--- src/logic/pmc_pkg.sv ---
package pmc_pkg;
  // ==========================================================
  // register map (byte addresses)
  localparam logic [7:0] PMC_MODE_OFS   = 8'h00;
  localparam logic [7:0] PMC_EN_OFS     = 8'h04;
  localparam logic [7:0] PMC_CMD_OFS    = 8'h08;
  localparam logic [7:0] PMC_CFG_OFS    = 8'h0c;
  localparam logic [7:0] PMC_STAT_OFS   = 8'h10;
  localparam logic [7:0] PMC_THR_OFS    = 8'h14;
  localparam logic [7:0] PMC_ACDIS_OFS  = 8'h18;
  // ==========================================================
  // field positions
  localparam int PMC_EN_DET_POS   = 0;   // detect enable bits 3:0
  localparam int PMC_EN_CLS_POS   = 4;   // class enable bits 7:4
  localparam int PMC_EN_DIS_POS   = 8;   // disconnect enable bits 11:8
  localparam int PMC_CMD_DET_POS  = 0;
  localparam int PMC_CMD_CLS_POS  = 4;
  localparam int PMC_CMD_ON_POS   = 8;
  localparam int PMC_CMD_OFF_POS  = 12;
  localparam int PMC_CMD_RST_POS  = 16;  // per-port reset pushbutton
  localparam int PMC_CMD_ALL_POS  = 31;  // global reset-all
  localparam int PMC_CFG_RS_POS   = 0;   // per-port sense setting, 1 = 0.25 ohm
  localparam int PMC_CFG_HP_POS   = 4;   // per-port high power enable
  // ==========================================================
  // modes
  localparam logic [1:0] PMC_MODE_SHDN = 2'h0;
  localparam logic [1:0] PMC_MODE_MAN  = 2'h1;
  localparam logic [1:0] PMC_MODE_SEMI = 2'h2;
  localparam logic [1:0] PMC_MODE_AUTO = 2'h3;
  localparam logic [7:0] PMC_MODE_RST_AUTO = 8'hff;
  localparam logic [7:0] PMC_MODE_RST_HOST = 8'h00;
  // detect result codes
  localparam logic [2:0] PMC_DET_GOOD = 3'h4;
  // ==========================================================
  // thresholds in mA, class indexed
  localparam logic [9:0] PMC_CUT_C1 = 10'd112;
  localparam logic [9:0] PMC_CUT_C2 = 10'd206;
  localparam logic [9:0] PMC_CUT_C3 = 10'd375;
  localparam logic [9:0] PMC_CUT_C4 = 10'd638;
  localparam logic [9:0] PMC_LIM_LO = 10'd425;
  localparam logic [9:0] PMC_LIM_HI = 10'd850;
  // ==========================================================
  // timing
  localparam int PMC_CLK_MHZ      = 250;
  localparam int PMC_BACKOFF_MS   = 100;
  localparam int PMC_MID_MS       = 2000;
  localparam int PMC_BACKOFF_CYC  = PMC_BACKOFF_MS * 1000 * PMC_CLK_MHZ;
  localparam int PMC_MID_CYC      = PMC_MID_MS * 1000 * PMC_CLK_MHZ;
  localparam int PMC_GLITCH_US    = 1;
  localparam int PMC_GLITCH_CYC   = PMC_GLITCH_US * PMC_CLK_MHZ;
endpackage : pmc_pkg

--- src/logic/pmc_top.sv ---
// The placing of the registers and the APB register port were decided locally.
`timescale 1ns/1ps
// Functional notes
// four independent ports, each manual, semi-auto, standalone or shutdown.
// mode 11 standalone if strap high else reserved; 10 semi, 01 manual, 00 off.
// manual: one detect or class per command, power on or off on command.
// host should use manual mode only for diagnostics and test.
// semi-auto repeats detect and class, reports, powers only on command.
// semi-auto detects only with detect enable; classifies only with class enable.
// standalone like semi-auto but powers on after good detect, loads thresholds.
// system keeps standalone strap high from reset onward.
// shutdown mode: no detection and no power.
// any mode: current-limit fault removes port power.
// any mode: enabled disconnect event removes port power.
// host power-off honoured any time in any mode.
// full reset on power-up, reset pin low, or reset-all bit written.
// straps latched only during reset.
// strap high at reset configures all ports autonomous.
// midspan strap selects midspan detection backoff timing.
// standalone loads class-selected overload and limit pair.
// threshold auto-load only when last reset had standalone strap high.
// sense default 0.5 ohm strap low, 0.25 strap high; host may rewrite.
// legacy ac-disconnect enables mirror dc-disconnect enables.
// without classification the device assumes class 3 full power.
// semi-auto waits 100 ms, or 2 s midspan, between detections.
// semi-auto high power: power-on needs detect good, else start fault.
// port shutdown pin low resets port like pushbutton; under 1 us filtered.
// class 1,2,0/3,4 map to 112/425,206/425,375/425,638/850 mA.
module pmc_top #(
  parameter int BACKOFF_CYC = pmc_pkg::PMC_BACKOFF_CYC,
  parameter int MID_CYC     = pmc_pkg::PMC_MID_CYC
) (
  // clock and reset
  input  wire logic        clk_in,
  input  wire logic        nrst_in,
  // apb slave
  input  wire logic        psel_in,
  input  wire logic        penable_in,
  input  wire logic        pwrite_in,
  input  wire logic [7:0]  paddr_in,
  input  wire logic [31:0] pwdata_in,
  output logic [31:0]      prdata_out,
  output logic             pready_out,
  output logic             pslverr_out,
  // straps and shutdown pins
  input  wire logic        auto_strap_in,
  input  wire logic        mid_strap_in,
  input  wire logic [3:0]  port_shutdown_n_in,
  // analog front end per port
  output logic [3:0]       det_start_out,
  output logic [3:0]       cls_start_out,
  input  wire logic [3:0]  meas_done_in,
  input  wire logic [11:0] det_result_in,
  input  wire logic [11:0] cls_result_in,
  input  wire logic [3:0]  ilim_fault_in,
  input  wire logic [3:0]  disconnect_in,
  // power switches and thresholds
  output logic [3:0]       power_on_out,
  output logic [39:0]      icut_ma_out,
  output logic [39:0]      ilim_ma_out
);
  import pmc_pkg::*;

  typedef enum logic [4:0] {
    ST_IDLE = 5'b00001, ST_DET = 5'b00010, ST_CLS = 5'b00100,
    ST_WAIT = 5'b01000, ST_ON = 5'b10000
  } pmc_state_t;

  // ==========================================================
  // strap capture and reset-all
  logic       auto_s1_reg, auto_s2_reg, auto_s3_reg;
  logic       mid_s1_reg, mid_s2_reg, mid_s3_reg;
  logic       auto_lat_reg, mid_lat_reg, cap_reg;
  logic       rst_all_reg;
  logic [1:0] fill_reg;
  wire        soft_rst = rst_all_reg;
  // capture only once the synchroniser holds real pin levels, not its reset zeros
  wire        cap_now  = !cap_reg && fill_reg == 2'h3 && auto_s2_reg == auto_s3_reg
                         && mid_s2_reg == mid_s3_reg;

  // strap synchroniser
  always_ff @(posedge clk_in or negedge nrst_in) begin
    if (!nrst_in) begin
      {auto_s1_reg, auto_s2_reg, auto_s3_reg} <= 3'h0;
      {mid_s1_reg, mid_s2_reg, mid_s3_reg}    <= 3'h0;
      fill_reg <= 2'h0;
    end else begin
      if (fill_reg != 2'h3) fill_reg <= fill_reg + 2'h1;
      {auto_s1_reg, auto_s2_reg, auto_s3_reg} <= {auto_strap_in, auto_s1_reg, auto_s2_reg};
      {mid_s1_reg, mid_s2_reg, mid_s3_reg}    <= {mid_strap_in, mid_s1_reg, mid_s2_reg};
    end
  end

  // straps latched once after each reset release
  always_ff @(posedge clk_in or negedge nrst_in) begin
    if (!nrst_in) begin
      cap_reg      <= 1'b0;
      auto_lat_reg <= 1'b0;
      mid_lat_reg  <= 1'b0;
    end else if (soft_rst) begin
      cap_reg <= 1'b0;
    end else if (cap_now) begin
      cap_reg      <= 1'b1;
      auto_lat_reg <= auto_s3_reg;
      mid_lat_reg  <= mid_s3_reg;
    end
  end

  // ==========================================================
  // apb decode
  wire        wr_en  = psel_in & penable_in & pwrite_in;
  wire        rd_en  = psel_in & penable_in & ~pwrite_in;
  wire        a_mode = paddr_in == PMC_MODE_OFS;
  wire        a_en   = paddr_in == PMC_EN_OFS;
  wire        a_cmd  = paddr_in == PMC_CMD_OFS;
  wire        a_cfg  = paddr_in == PMC_CFG_OFS;
  wire        a_stat = paddr_in == PMC_STAT_OFS;
  wire        a_thr  = paddr_in == PMC_THR_OFS;
  wire        a_ac   = paddr_in == PMC_ACDIS_OFS;
  wire        a_hit  = a_mode | a_en | a_cmd | a_cfg | a_stat | a_thr | a_ac;
  wire [31:0] cmd_w  = (wr_en && a_cmd && cap_reg) ? pwdata_in : 32'h0;

  logic [7:0]  mode_reg;
  logic [3:0]  det_en_reg, cls_en_reg, dis_en_reg, rs_reg, hp_reg;
  logic [3:0]  start_flt_reg;

  // software configuration, loaded from straps at capture
  always_ff @(posedge clk_in or negedge nrst_in) begin
    if (!nrst_in) begin
      mode_reg <= PMC_MODE_RST_HOST;
      {det_en_reg, cls_en_reg, dis_en_reg, rs_reg, hp_reg} <= 20'h0;
      rst_all_reg <= 1'b0;
    end else begin
      rst_all_reg <= cmd_w[PMC_CMD_ALL_POS];
      if (soft_rst) begin
        mode_reg <= PMC_MODE_RST_HOST;
        {det_en_reg, cls_en_reg, dis_en_reg, rs_reg, hp_reg} <= 20'h0;
      end else if (cap_now) begin
        mode_reg   <= auto_s3_reg ? PMC_MODE_RST_AUTO : PMC_MODE_RST_HOST;
        det_en_reg <= {4{auto_s3_reg}};
        cls_en_reg <= {4{auto_s3_reg}};
        dis_en_reg <= {4{auto_s3_reg}};
        rs_reg     <= {4{auto_s3_reg}};
      end else if (wr_en) begin
        if (a_mode) mode_reg <= pwdata_in[7:0];
        if (a_en) begin
          det_en_reg <= pwdata_in[PMC_EN_DET_POS+:4];
          cls_en_reg <= pwdata_in[PMC_EN_CLS_POS+:4];
          dis_en_reg <= pwdata_in[PMC_EN_DIS_POS+:4];
        end
        if (a_ac) dis_en_reg <= pwdata_in[3:0];
        if (a_cfg) begin
          rs_reg <= pwdata_in[PMC_CFG_RS_POS+:4];
          hp_reg <= pwdata_in[PMC_CFG_HP_POS+:4];
        end
      end
    end
  end

  // ==========================================================
  // per-port shutdown pin filter and sequencers
  logic [2:0]  class_reg [4];
  logic [2:0]  det_reg   [4];
  logic [3:0]  on_reg;
  logic [3:0]  dstart_reg, cstart_reg;
  logic [39:0] icut_reg, ilim_reg;
  assign power_on_out  = on_reg;
  assign det_start_out = dstart_reg;
  assign cls_start_out = cstart_reg;
  assign icut_ma_out   = icut_reg;
  assign ilim_ma_out   = ilim_reg;

  // class to overload threshold
  function automatic logic [9:0] cut_of(input logic [2:0] c);
    case (c)
      3'h1:    cut_of = PMC_CUT_C1;
      3'h2:    cut_of = PMC_CUT_C2;
      3'h4:    cut_of = PMC_CUT_C4;
      default: cut_of = PMC_CUT_C3;
    endcase
  endfunction

  genvar p;
  generate
    for (p = 0; p < 4; p++) begin : g_port
      logic        sh1_reg, sh2_reg, sh3_reg, pshut_reg;
      logic [8:0]  flt_cnt_reg;
      logic [31:0] wait_reg;
      pmc_state_t  st_reg;
      wire [1:0]   mval = mode_reg[2*p+:2];
      wire         is_auto = mval == PMC_MODE_AUTO && auto_lat_reg;
      wire         is_semi = mval == PMC_MODE_SEMI;
      wire         is_man  = mval == PMC_MODE_MAN;
      wire         prst = pshut_reg | cmd_w[PMC_CMD_RST_POS+p] | soft_rst;
      wire         off_req = cmd_w[PMC_CMD_OFF_POS+p] | ilim_fault_in[p]
                           | (disconnect_in[p] & dis_en_reg[p]);
      wire         on_cmd = cmd_w[PMC_CMD_ON_POS+p];
      wire         good = det_result_in[3*p+:3] == PMC_DET_GOOD;
      wire         on_ok = ~(is_semi & hp_reg[p]) | det_reg[p] == PMC_DET_GOOD;
      wire         can_on = on_cmd & (is_man | is_semi | is_auto) & ~off_req;
      wire [31:0]  backoff = mid_lat_reg ? MID_CYC : BACKOFF_CYC;

      // shutdown pin filter, pulses under one microsecond ignored
      always_ff @(posedge clk_in or negedge nrst_in) begin
        if (!nrst_in) begin
          {sh1_reg, sh2_reg, sh3_reg} <= 3'h7;
          flt_cnt_reg <= 9'h0;
          pshut_reg   <= 1'b0;
        end else begin
          {sh1_reg, sh2_reg, sh3_reg} <= {port_shutdown_n_in[p], sh1_reg, sh2_reg};
          if (sh2_reg | sh3_reg) flt_cnt_reg <= 9'h0;
          else if (flt_cnt_reg != 9'(PMC_GLITCH_CYC)) flt_cnt_reg <= flt_cnt_reg + 9'h1;
          pshut_reg <= ~sh2_reg & ~sh3_reg & flt_cnt_reg == 9'(PMC_GLITCH_CYC);
        end
      end

      // port sequencer
      always_ff @(posedge clk_in or negedge nrst_in) begin
        if (!nrst_in) begin
          st_reg <= ST_IDLE; on_reg[p] <= 1'b0; dstart_reg[p] <= 1'b0; cstart_reg[p] <= 1'b0;
          det_reg[p] <= 3'h0; class_reg[p] <= 3'h0; wait_reg <= 32'h0; start_flt_reg[p] <= 1'b0;
          icut_reg[10*p+:10] <= PMC_CUT_C3; ilim_reg[10*p+:10] <= PMC_LIM_LO;
        end else begin
          dstart_reg[p] <= 1'b0;
          cstart_reg[p] <= 1'b0;
          if (cmd_w[PMC_CMD_ON_POS+p] | cmd_w[PMC_CMD_DET_POS+p]) start_flt_reg[p] <= 1'b0;
          if (prst || mval == PMC_MODE_SHDN || (mval == PMC_MODE_AUTO && !auto_lat_reg)) begin
            st_reg <= ST_IDLE; on_reg[p] <= 1'b0;
            if (prst) begin det_reg[p] <= 3'h0; class_reg[p] <= 3'h0; start_flt_reg[p] <= 1'b0; end
            if (soft_rst) begin
              icut_reg[10*p+:10] <= PMC_CUT_C3;
              ilim_reg[10*p+:10] <= PMC_LIM_LO;
            end
          end else if (on_reg[p] && off_req) begin
            on_reg[p] <= 1'b0; st_reg <= ST_WAIT; wait_reg <= backoff;
          end else if (can_on && !on_reg[p]) begin
            if (on_ok) begin on_reg[p] <= 1'b1; st_reg <= ST_ON; end
            else start_flt_reg[p] <= 1'b1;
          end else begin
            case (st_reg)
              ST_IDLE: begin
                if (is_man && cmd_w[PMC_CMD_DET_POS+p]) begin
                  dstart_reg[p] <= 1'b1; st_reg <= ST_DET;
                end else if (is_man && cmd_w[PMC_CMD_CLS_POS+p]) begin
                  cstart_reg[p] <= 1'b1; st_reg <= ST_CLS;
                end else if ((is_semi || is_auto) && det_en_reg[p]) begin
                  dstart_reg[p] <= 1'b1; st_reg <= ST_DET;
                end
              end
              ST_DET: if (meas_done_in[p]) begin
                det_reg[p] <= det_result_in[3*p+:3];
                if (is_man) st_reg <= ST_IDLE;
                else if (good && cls_en_reg[p]) begin
                  cstart_reg[p] <= 1'b1; st_reg <= ST_CLS;
                end else if (good && is_auto && !off_req) begin
                  class_reg[p] <= 3'h0; st_reg <= ST_ON; on_reg[p] <= 1'b1;
                  icut_reg[10*p+:10] <= PMC_CUT_C3; ilim_reg[10*p+:10] <= PMC_LIM_LO;
                end else begin
                  st_reg <= ST_WAIT; wait_reg <= backoff;
                end
              end
              ST_CLS: if (meas_done_in[p]) begin
                class_reg[p] <= cls_result_in[3*p+:3];
                if (is_man) st_reg <= ST_IDLE;
                else if (is_auto && !off_req) begin
                  st_reg <= ST_ON; on_reg[p] <= 1'b1;
                  icut_reg[10*p+:10] <= cut_of(cls_result_in[3*p+:3]);
                  ilim_reg[10*p+:10] <= cls_result_in[3*p+:3] == 3'h4 ? PMC_LIM_HI : PMC_LIM_LO;
                end else begin
                  st_reg <= ST_WAIT; wait_reg <= backoff;
                end
              end
              ST_WAIT: begin
                if (wait_reg != 32'h0) wait_reg <= wait_reg - 32'h1;
                else st_reg <= ST_IDLE;
              end
              ST_ON: ;
              default: st_reg <= ST_IDLE;
            endcase
          end
        end
      end

      // assertions
      property p_shdn_off;
        @(posedge clk_in) disable iff (!nrst_in) (mval == PMC_MODE_SHDN) |=> !on_reg[p];
      endproperty
      a_shdn_off: assert property (p_shdn_off) else $error("power on in shutdown");
      property p_fault_off;
        @(posedge clk_in) disable iff (!nrst_in) (on_reg[p] && ilim_fault_in[p]) |=> !on_reg[p];
      endproperty
      a_fault_off: assert property (p_fault_off) else $error("fault left power on");
      property p_disc_off;
        @(posedge clk_in) disable iff (!nrst_in)
          (on_reg[p] && disconnect_in[p] && dis_en_reg[p]) |=> !on_reg[p];
      endproperty
      a_disc_off: assert property (p_disc_off) else $error("disconnect left power on");
      property p_cmd_off;
        @(posedge clk_in) disable iff (!nrst_in) cmd_w[PMC_CMD_OFF_POS+p] |=> !on_reg[p];
      endproperty
      a_cmd_off: assert property (p_cmd_off) else $error("off command ignored");
      property p_semi_no_self;
        @(posedge clk_in) disable iff (!nrst_in)
          (is_semi && !on_reg[p] && !on_cmd) |=> !on_reg[p];
      endproperty
      a_semi_no_self: assert property (p_semi_no_self) else $error("semi powered alone");
      property p_semi_det_en;
        @(posedge clk_in) disable iff (!nrst_in) (is_semi && !det_en_reg[p]) |-> !dstart_reg[p] || $past(st_reg) != ST_IDLE;
      endproperty
      a_semi_det_en: assert property (p_semi_det_en) else $error("detect without enable");
      property p_hp_flt;
        @(posedge clk_in) disable iff (!nrst_in)
          (can_on && !on_reg[p] && !on_ok && !prst && is_semi) |=> start_flt_reg[p] && !on_reg[p];
      endproperty
      a_hp_flt: assert property (p_hp_flt) else $error("start fault missing");
      property p_shpin;
        @(posedge clk_in) disable iff (!nrst_in) pshut_reg |=> !on_reg[p];
      endproperty
      a_shpin: assert property (p_shpin) else $error("shutdown pin ignored");
      c_on: cover property (@(posedge clk_in) disable iff (!nrst_in) is_auto && $rose(on_reg[p]));
      c_flt: cover property (@(posedge clk_in) disable iff (!nrst_in) $rose(start_flt_reg[p]));
      c_hi: cover property (@(posedge clk_in) disable iff (!nrst_in) ilim_reg[10*p+:10] == PMC_LIM_HI);
    end
  endgenerate

  // ==========================================================
  // read mux, zero wait state
  wire [31:0] stat_w = {8'h0, start_flt_reg, on_reg, class_reg[3], class_reg[2], class_reg[1],
                        class_reg[0], det_reg[3] == PMC_DET_GOOD, det_reg[2] == PMC_DET_GOOD,
                        det_reg[1] == PMC_DET_GOOD, det_reg[0] == PMC_DET_GOOD};
  wire [31:0] rd_w = a_mode ? {24'h0, mode_reg}
                   : a_en   ? {20'h0, dis_en_reg, cls_en_reg, det_en_reg}
                   : a_cfg  ? {22'h0, mid_lat_reg, auto_lat_reg, hp_reg, rs_reg} // hp at 4, rs at 0
                   : a_stat ? stat_w
                   : a_thr  ? {icut_reg[39:30], icut_reg[29:20], icut_reg[9:0], 2'h0}
                   : a_ac   ? {28'h0, dis_en_reg} : 32'h0;
  always_ff @(posedge clk_in or negedge nrst_in) begin
    if (!nrst_in) prdata_out <= 32'h0;
    else if (psel_in && !penable_in && !pwrite_in) prdata_out <= rd_w;
  end
  assign pready_out  = 1'b1;
  assign pslverr_out = psel_in & penable_in & ~a_hit;

  a_rdy: assert property (@(posedge clk_in) disable iff (!nrst_in) rd_en |-> pready_out)
    else $error("not ready");
  c_rd: cover property (@(posedge clk_in) disable iff (!nrst_in) rd_en && a_stat);
endmodule // pmc_top

--- config.mk ---
export PLATFORM = sky130hd
export DESIGN_NAME = pmc_top
export DESIGN_NICKNAME = d
export VERILOG_FILES = /design/src/logic/pmc_pkg.sv /design/src/logic/pmc_top.sv
export SDC_FILE = /design/constraint.sdc
export NUM_CORES = 1
export LEC_CHECK = 0
export ABC_AREA = 0
export ABC_CLOCK_PERIOD_IN_PS = 3800
export BUFFER_PORTS_ARGS = -buffer_cell sky130_fd_sc_hd__buf_2
export CAP_MARGIN = 20
export CORE_MARGIN = 1
export CORE_UTILIZATION = 30
export DETAILED_ROUTE_END_ITERATION = 7
export PLACE_DENSITY_LB_ADDON = 0.1
export SLEW_MARGIN = 30
export SYNTH_ARGS = -nofsm -noshare
export SYNTH_HDL_FRONTEND = slang
export SYNTH_SLANG_ARGS = --single-unit
--- constraint.sdc ---
create_clock -name clk_in -period 3.8 [get_ports clk_in]
set_input_delay 0.19 -clock clk_in [delete_from_list [all_inputs] [get_ports clk_in]]
set_output_delay 0.19 -clock clk_in [all_outputs]
set_load 0.005 [all_outputs]
==> reports/qor.csv, run 1 <==
stage,metric,value,unit
yosys,synth.avg_cell_area,8.995,sq um
worst_setup_path,crit_type,flip-flop to flip-flop,
yosys,yosysWarnings,0,
worst_setup_path,end_kind,flip-flop,
worst_setup_path,required,4300,ps
route,vias,17028,
layout,syn2layout_area_growth,18.53,%
layout,final_cell_mix,"dfrtp_1, nor2_1, o21ai_0",
worst_setup_path,worst-path-buf-inv,1,
floorplanning,die_width,254.4,um
min_path,hold_class,primary input to flip-flop,
yosys,synthCells,2124,
sta,fmax,0.3053,GHz
route,routed_wl,60.75,mm
floorplanning,design.core.area,62970,sq um
sta,fin_skew,13.26,ps
clocking,cts.reportedPaths.clkPinSlew,60,ps
sta,fin_setup_tns,0,ps
global_route,grt_start_max_net_pins,91,
global_route,grt.overflow.total,0,
global_route,grt_pass1_wl,95.72,mm
flow_run,max-cap-violations,0,
power,clkPwrFrac,0.290,
floorplanning,rows,92,
yosys,syn-cell-area,19100,sq um
floorplanning,die_area,64690,sq um
layout,num-nets-final,2439,
placed_design,dp_hpwl,43.87,mm
yosys,async_flop_share,1.000,
route,drt_iter0_drc,1139,
power,leakage,9.747,nW
worst_setup_path,cp_top_family,simple AND/OR/NAND/NOR gates,
sta,drv_slew,0,
yosys,ys.flop_type,dfrtp_1,
layout,drive_gt1_frac,0.1817,
power,p_comb_frac,0.338,
layout,utilization,0.3596,
power,p_int,0.008601,W
global_route,grt_pass1_vias,16516,
sta,fin_ws,525.0,ps
clocking,cts.sinks,343,
global_route,grt_antenna_before_repair,8,
layout,layout_commonest_cell,dfrtp_1,
sta,worstMarginPinSlew,873.8,ps
route,dr.pass1.iters,8,
worst_setup_path,path_max_fanout,8,
worst_setup_path,slowest_stage,nor4_1,
power,ir_drop,0.2961,mV
sta,slew_headroom,0.4093,
layout,fin_area,22650,sq um
floorplanning,initial_core_util,0.3034,
yosys,synth-seq-cells,343,
yosys,synth_top_area_cell,dfrtp_1,
worst_setup_path,slowest_delay,660,ps
placed_design,place_area,20910,sq um
floorplanning,io_pins,213,
yosys,yosys.area.top_type_share,0.4074,
clocking,h-tree-depth,2,
layout,largest_register_ffs,128,
layout,fillers,6469,
worst_setup_path,cp_cell_sequence,and4bb_2 -> nand4_1 -> buf_4 -> or4_1 -> a21boi_1 -> nand2_1 -> nor4_1 -> a22o_1,
floorplanning,fp.dieH,254.4,um
clocking,cts_buffers,43,
placed_design,post-place-ws,452.3,ps
sta,setup_viol,0,
sta,finalHoldViolCount,0,
route,wl_per_cell,18.96,um
power,p_total,0.01393,W
clocking,cts_tree,done,
route,vias_per_cell,5.315,
route,post-route-drc-count,7,
yosys,ys_types,86,
clocking,insertion_delay,570,ps
yosys,synth_edf_count,0,
worst_setup_path,setup.worst_path.start_class,flip-flop,
placed_design,place.gp.congestion,0.8709,
clocking,root_buffer,clkbuf_16,
clocking,clock_path_buffers,3,
global_route,grt_usage,0.1873,
worst_setup_path,critPathArrivalTime,3770,ps
sta,fin_crit,3275,ps
status,status,"complete, but fails checks",
status,violations,DRC,
sta,rsz0062_at_grt,no,
power,p_switching,0.005331,W
power,power_frac_seq,0.372,
yosys,synth_area_leaders,"dfrtp_1, o21ai_0, nor2_1",
route,drtAntennaViolNets,0,
clocking,cts_resized,0,
clocking,cts_setup_buffers,0,
sta,layout_worst_path_cycle_share,0.8618,
power,powerDensity,615.2,nW/um^2
yosys,synth-seq-area-share,0.4514,
placed_design,portBuffers,188,
power,switching_share,0.3827,
## cells in the mapped netlist (all sizes together) (34+ instances only)
| cell | n |
|---|---|
| clkbuf | 68 |
| a21oi | 151 |
| a31oi | 52 |
| nor4 | 36 |
| o21ai | 202 |
| mux2 | 36 |
| buf | 71 |
| dfrtp | 311 |
| nor2 | 251 |
| nand3 | 59 |
| or3 | 34 |
| nor3 | 73 |
| inv | 67 |
| nand2 | 158 |
## through the flow
| step | hold WS (ps) | cells |
|---|---|---|
| finish | 63.70 | 3204 |
| global route | 47.49 | 3203 |
| CTS | 23.65 | 3201 |
| detailed placement | 234.8 | 3088 |
| global placement | 231.7 | 3088 |
| floorplan | -105.6 | 2135 |
## tightest hold or removal path, delay by kind of cell
kind | cells | cell delay [ps]
AOI/OAI and AO/OA | 2 | 220
and+or+nand+nor | 1 | 50
buffers and inverters | 1 | 120
## final timing paths
| check | from | endpoint | slack, ps | cells after the start |
|---|---|---|---|---|
| max reg2reg | cap_reg | det_reg[10] | 520 | 8 |
| max | cap_reg | det_reg[10] | 520 | 8 |
| min in group asynchronous | nrst_in | prdata_out[31] | 220 | 2 |
| max in group asynchronous | nrst_in | g_port[1].st_reg[0] | 2540 | 3 |
| min reg2reg | mid_s1_reg | mid_s2_reg | 350 | 0 |
| min | pwdata_in[10] | start_flt_reg[2] | 60 | 4 |
## metal layers
layer,up-vias,routed length (um),GRT usage
met5,-,56,0
met4,10,1459,0.05594
met3,97,3014,0.02745
met2,457,27360,0.2947
met1,8336,28860,0.2645
li1,8128,-,-
## area by class of cell
| type | count | area, sq um | share of cell area |
|---|---|---|---|
| sequential | 343 | 8623 | 0.3808 |
| clock buffer | 70 | 1310 | 0.05785 |
| multi-input combinational | 1586 | 9548 | 0.4216 |
| tap | 846 | 1059 | 0.04674 |
| timing repair buffer | 282 | 1784 | 0.07879 |
| inverter | 67 | 251.5 | 0.01111 |
| clock inverter | 7 | 62.56 | 0.002763 |
| antenna | 3 | 7.507 | 0.0003315 |
## what timing repair did
| item | CTS | global route |
|---|---|---|
| hold buffers | 36 | 0 |
| endpoints found under the hold margin | 106 | 0 |
| endpoints found under the setup margin | 0 | 0 |
## logic make-up after synthesis
group	count (synthesis)	share of synthesized area
buffers and inverters	206	0.05161
xor gates and xnor gates	35	0.01605
muxes	68	0.03799
other	2	0.0003931
and+or+nand+nor	813	0.2161
AOI/OAI and AO/OA	628	0.2075
adders and majority gates	29	0.01899
DFF	343	0.4514
## power groups by stage
stage | logic, W | clock network (W) | registers [W]
floorplan | 0.00337 | 0 | 0.00490
global placement | 0.00464 | 0 | 0.00521
detailed placement | 0.00467 | 0 | 0.00523
CTS | 0.00472 | 0.00419 | 0.00517
global route | 0.00527 | 0.00431 | 0.00530
finish | 0.00471 | 0.00404 | 0.00518
(Power assumes the default switching activity.)
==> inputs of run 2 (changes only) <==
--- a/config.mk
+++ b/config.mk
@@ -9,6 +9,7 @@
 export ABC_CLOCK_PERIOD_IN_PS = 3800
 export BUFFER_PORTS_ARGS = -buffer_cell sky130_fd_sc_hd__buf_2
 export CAP_MARGIN = 20
+export CORE_ASPECT_RATIO = 2
 export CORE_MARGIN = 1
 export CORE_UTILIZATION = 30
 export DETAILED_ROUTE_END_ITERATION = 7
==> reports/qor.csv, run 2 (synthesized netlist as in run 1, its figures left out) <==
stage,metric,value,unit,change
status,status,"complete, no violations",,"was complete, but fails checks"
global_route,grt_usage,0.1959,,was 0.1873
worst_setup_path,required,4240,ps,was 4300 ps
worst_setup_path,path_max_fanout,20,,was 8
floorplanning,die_width,180.4,um,was 254.4 um
clocking,cts.sinks,343,,unchanged
worst_setup_path,rrSetupSlack,570,ps,was 520 ps
layout,fin_cells,3141,,was 3204
clocking,root_buffer,clkbuf_16,,unchanged
sta,fmax,0.3094,GHz,was 0.3053 GHz
clocking,clock_path_buffers,3,,unchanged
sta,timing.hold.ws,45.64,ps,was 63.70 ps
sta,fin_skew,16.93,ps,was 13.26 ps
clocking,insertion_delay,550,ps,was 570 ps
placed_design,dp_hpwl,47.66,mm,was 43.87 mm
sta,fin_crit,3232,ps,was 3275 ps
global_route,grt_antenna_before_repair,7,,was 8
sta,fin_setup_tns,0,ps,unchanged
floorplanning,rows,130,,was 92
route,drt_iter0_drc,1017,,was 1139
global_route,grt_pass1_vias,16975,,was 16.52k
clocking,h-tree-depth,2,,unchanged
floorplanning,design.core.area,62950,sq um,was 62970 sq um
worst_setup_path,critPathArrivalTime,3670,ps,was 3770 ps
clocking,cts_tree,done,,unchanged
route,dr.pass1.iters,7,,was 8
sta,setup_viol,0,,unchanged
sta,layout_worst_path_cycle_share,0.8505,,was 0.8618
sta,worstMarginPinSlew,928.8,ps,was 873.8 ps
worst_setup_path,setup.worst_path.start_class,flip-flop,,unchanged
power,powerDensity,615.2,nW/um^2,about the same
global_route,grt_start_max_net_pins,78,,was 91
sta,slew_headroom,0.3792,,was 0.4093
layout,diodes,0,,was 3
route,vias_per_cell,5.419,,was 5.315
worst_setup_path,end_kind,flip-flop,,unchanged
worst_setup_path,crit_type,flip-flop to flip-flop,,unchanged
power,leakage,9.709,nW,was 9.747 nW
worst_setup_path,r2r_start,g_port[0].st_reg[3],,was cap_reg
global_route,grt.overflow.total,0,,unchanged
placed_design,place.gp.congestion,0.8966,,was 0.8709
sta,drv_slew,0,,unchanged
layout,largest_register_ffs,128,,unchanged
floorplanning,die_area,64760,sq um,was 64690 sq um
min_path,hold_class,primary input to flip-flop,,unchanged
route,post-route-drc-count,0,,was 7
layout,syn2layout_area_growth,17.60,%,was 18.53%
route,routed_wl,64.06,mm,was 60.75 mm
route,drtAntennaViolNets,0,,unchanged
global_route,gr-usage-met2,0.3740,,was 0.2947
global_route,grt_pass1_wl,99.10,mm,was 95.72 mm
sta,rsz0062_at_grt,no,,unchanged
worst_setup_path,cp-startpoint,g_port[0].st_reg[3],,was cap_reg
power,ir_drop,0.2657,mV,was 0.2961 mV
route,vias,17020,,was 17.03k
flow_run,max-cap-violations,0,,unchanged
layout,drive_gt1_frac,0.1826,,was 0.1817
min_path,min-delay-start,pwdata_in[11],,was pwdata_in[10]
global_route,grt_use_met1,0.2154,,was 0.2645
sta,finalHoldViolCount,0,,unchanged
layout,final_cell_mix,"dfrtp_1, nor2_1, o21ai_0",,unchanged
floorplanning,fp.dieH,358.9,um,was 254.4 um
clocking,cts_buffers,38,,was 43
global_route,use_met3,0.02634,,was 0.02745
layout,num-nets-final,2435,,was 2439
placed_design,portBuffers,188,,unchanged
route,wl_per_cell,20.39,um,was 18.96 um
clocking,cts.reportedPaths.clkPinSlew,60,ps,about the same
placed_design,place_inst,3037,,was 3088
floorplanning,initial_core_util,0.3035,,was 0.3034
global_route,grt-busiest-layer,met2,,unchanged
floorplanning,io_pins,213,,unchanged
layout,layout_commonest_cell,dfrtp_1,,unchanged
[run 2: cell count changes in the layout (fill, tap and decap cells not counted)]
cell,previous run,this run
bufinv_16,1,3
buf_12,3,2
clkinv_2,5,9
clkbuf_16,45,41
buf_4,55,59
clkbuf_8,9,5
diode_2,3,0
a2111oi_1,0,1
dlygate4sd3_1,36,34
a2111oi_0,3,2
clkbuf_1,16,11
[run 2: worst paths after layout]
| kind | depth (start not counted) | to |
|---|---|---|
| setup / recovery | 8 | g_port[0].wait_reg[23] |
| hold / removal | 4 | start_flt_reg[3] |
| setup reg to reg | 8 | g_port[0].wait_reg[23] |
| hold reg to reg | 0 | g_port[2].sh2_reg |
| max in group asynchronous | 3 | g_port[2].wait_reg[0] |
| min in group asynchronous | 2 | class_reg[8] |
[run 2: what timing repair did]
item	in CTS	in global routing
hold buffers	34	0
setup endpoints to repair	0	0
setup buffers	0	0
endpoints found under the hold margin	94	0
resized for setup	0	0
[run 2: power breakdown]
group	internal [W]	switching (W)	leakage (nW)
Clock	0.00228	0.00161	0.632
Combinational	0.00182	0.00292	4.73
Sequential	0.00436	0.000837	4.34
[run 2: worst max-delay path, cell delays in order, from the launching register on]
cell,delay (ps)
dfrtp_1,430
or3_1,490
a21o_1,250
a2111oi_1,850
a21oi_1,160
a211oi_2,260
buf_4,300
o21ai_0,130
a22o_1,240
[run 2: final cells by class]
class	count	area, sq um
Timing Repair Buffer	283	1774
Tap cell	792	991.0
Inverter	67	251.5
Multi-Input combinational cell	1586	9549
Sequential cell	343	8623
Clock buffer	57	1136
Clock inverter	13	142.6
Fill cell	6483	40480
[run 2: stage by stage]
stage | utilization | power [W] | setup slack [ps] | area [sq um]
2_1_floorplan | - | 0.008264 | 1127 | 19150
3_3_place_gp | 0.3311 | 0.009908 | 547.2 | 20840
3_5_place_dp | 0.3312 | 0.009974 | 569.1 | 20850
4_1_cts | 0.3569 | 0.01401 | 551.7 | 22470
5_1_grt | 0.3569 | 0.01474 | 488.0 | 22470
6_report | 0.3569 | 0.01382 | 568.1 | 22470
[run 2: layer usage]
layer | share of wire | wire length (um)
met1 | 0.39 | 24860
met2 | 0.54 | 34550
met3 | 0.037 | 2382
met4 | 0.034 | 2189
met5 | 0.0013 | 82
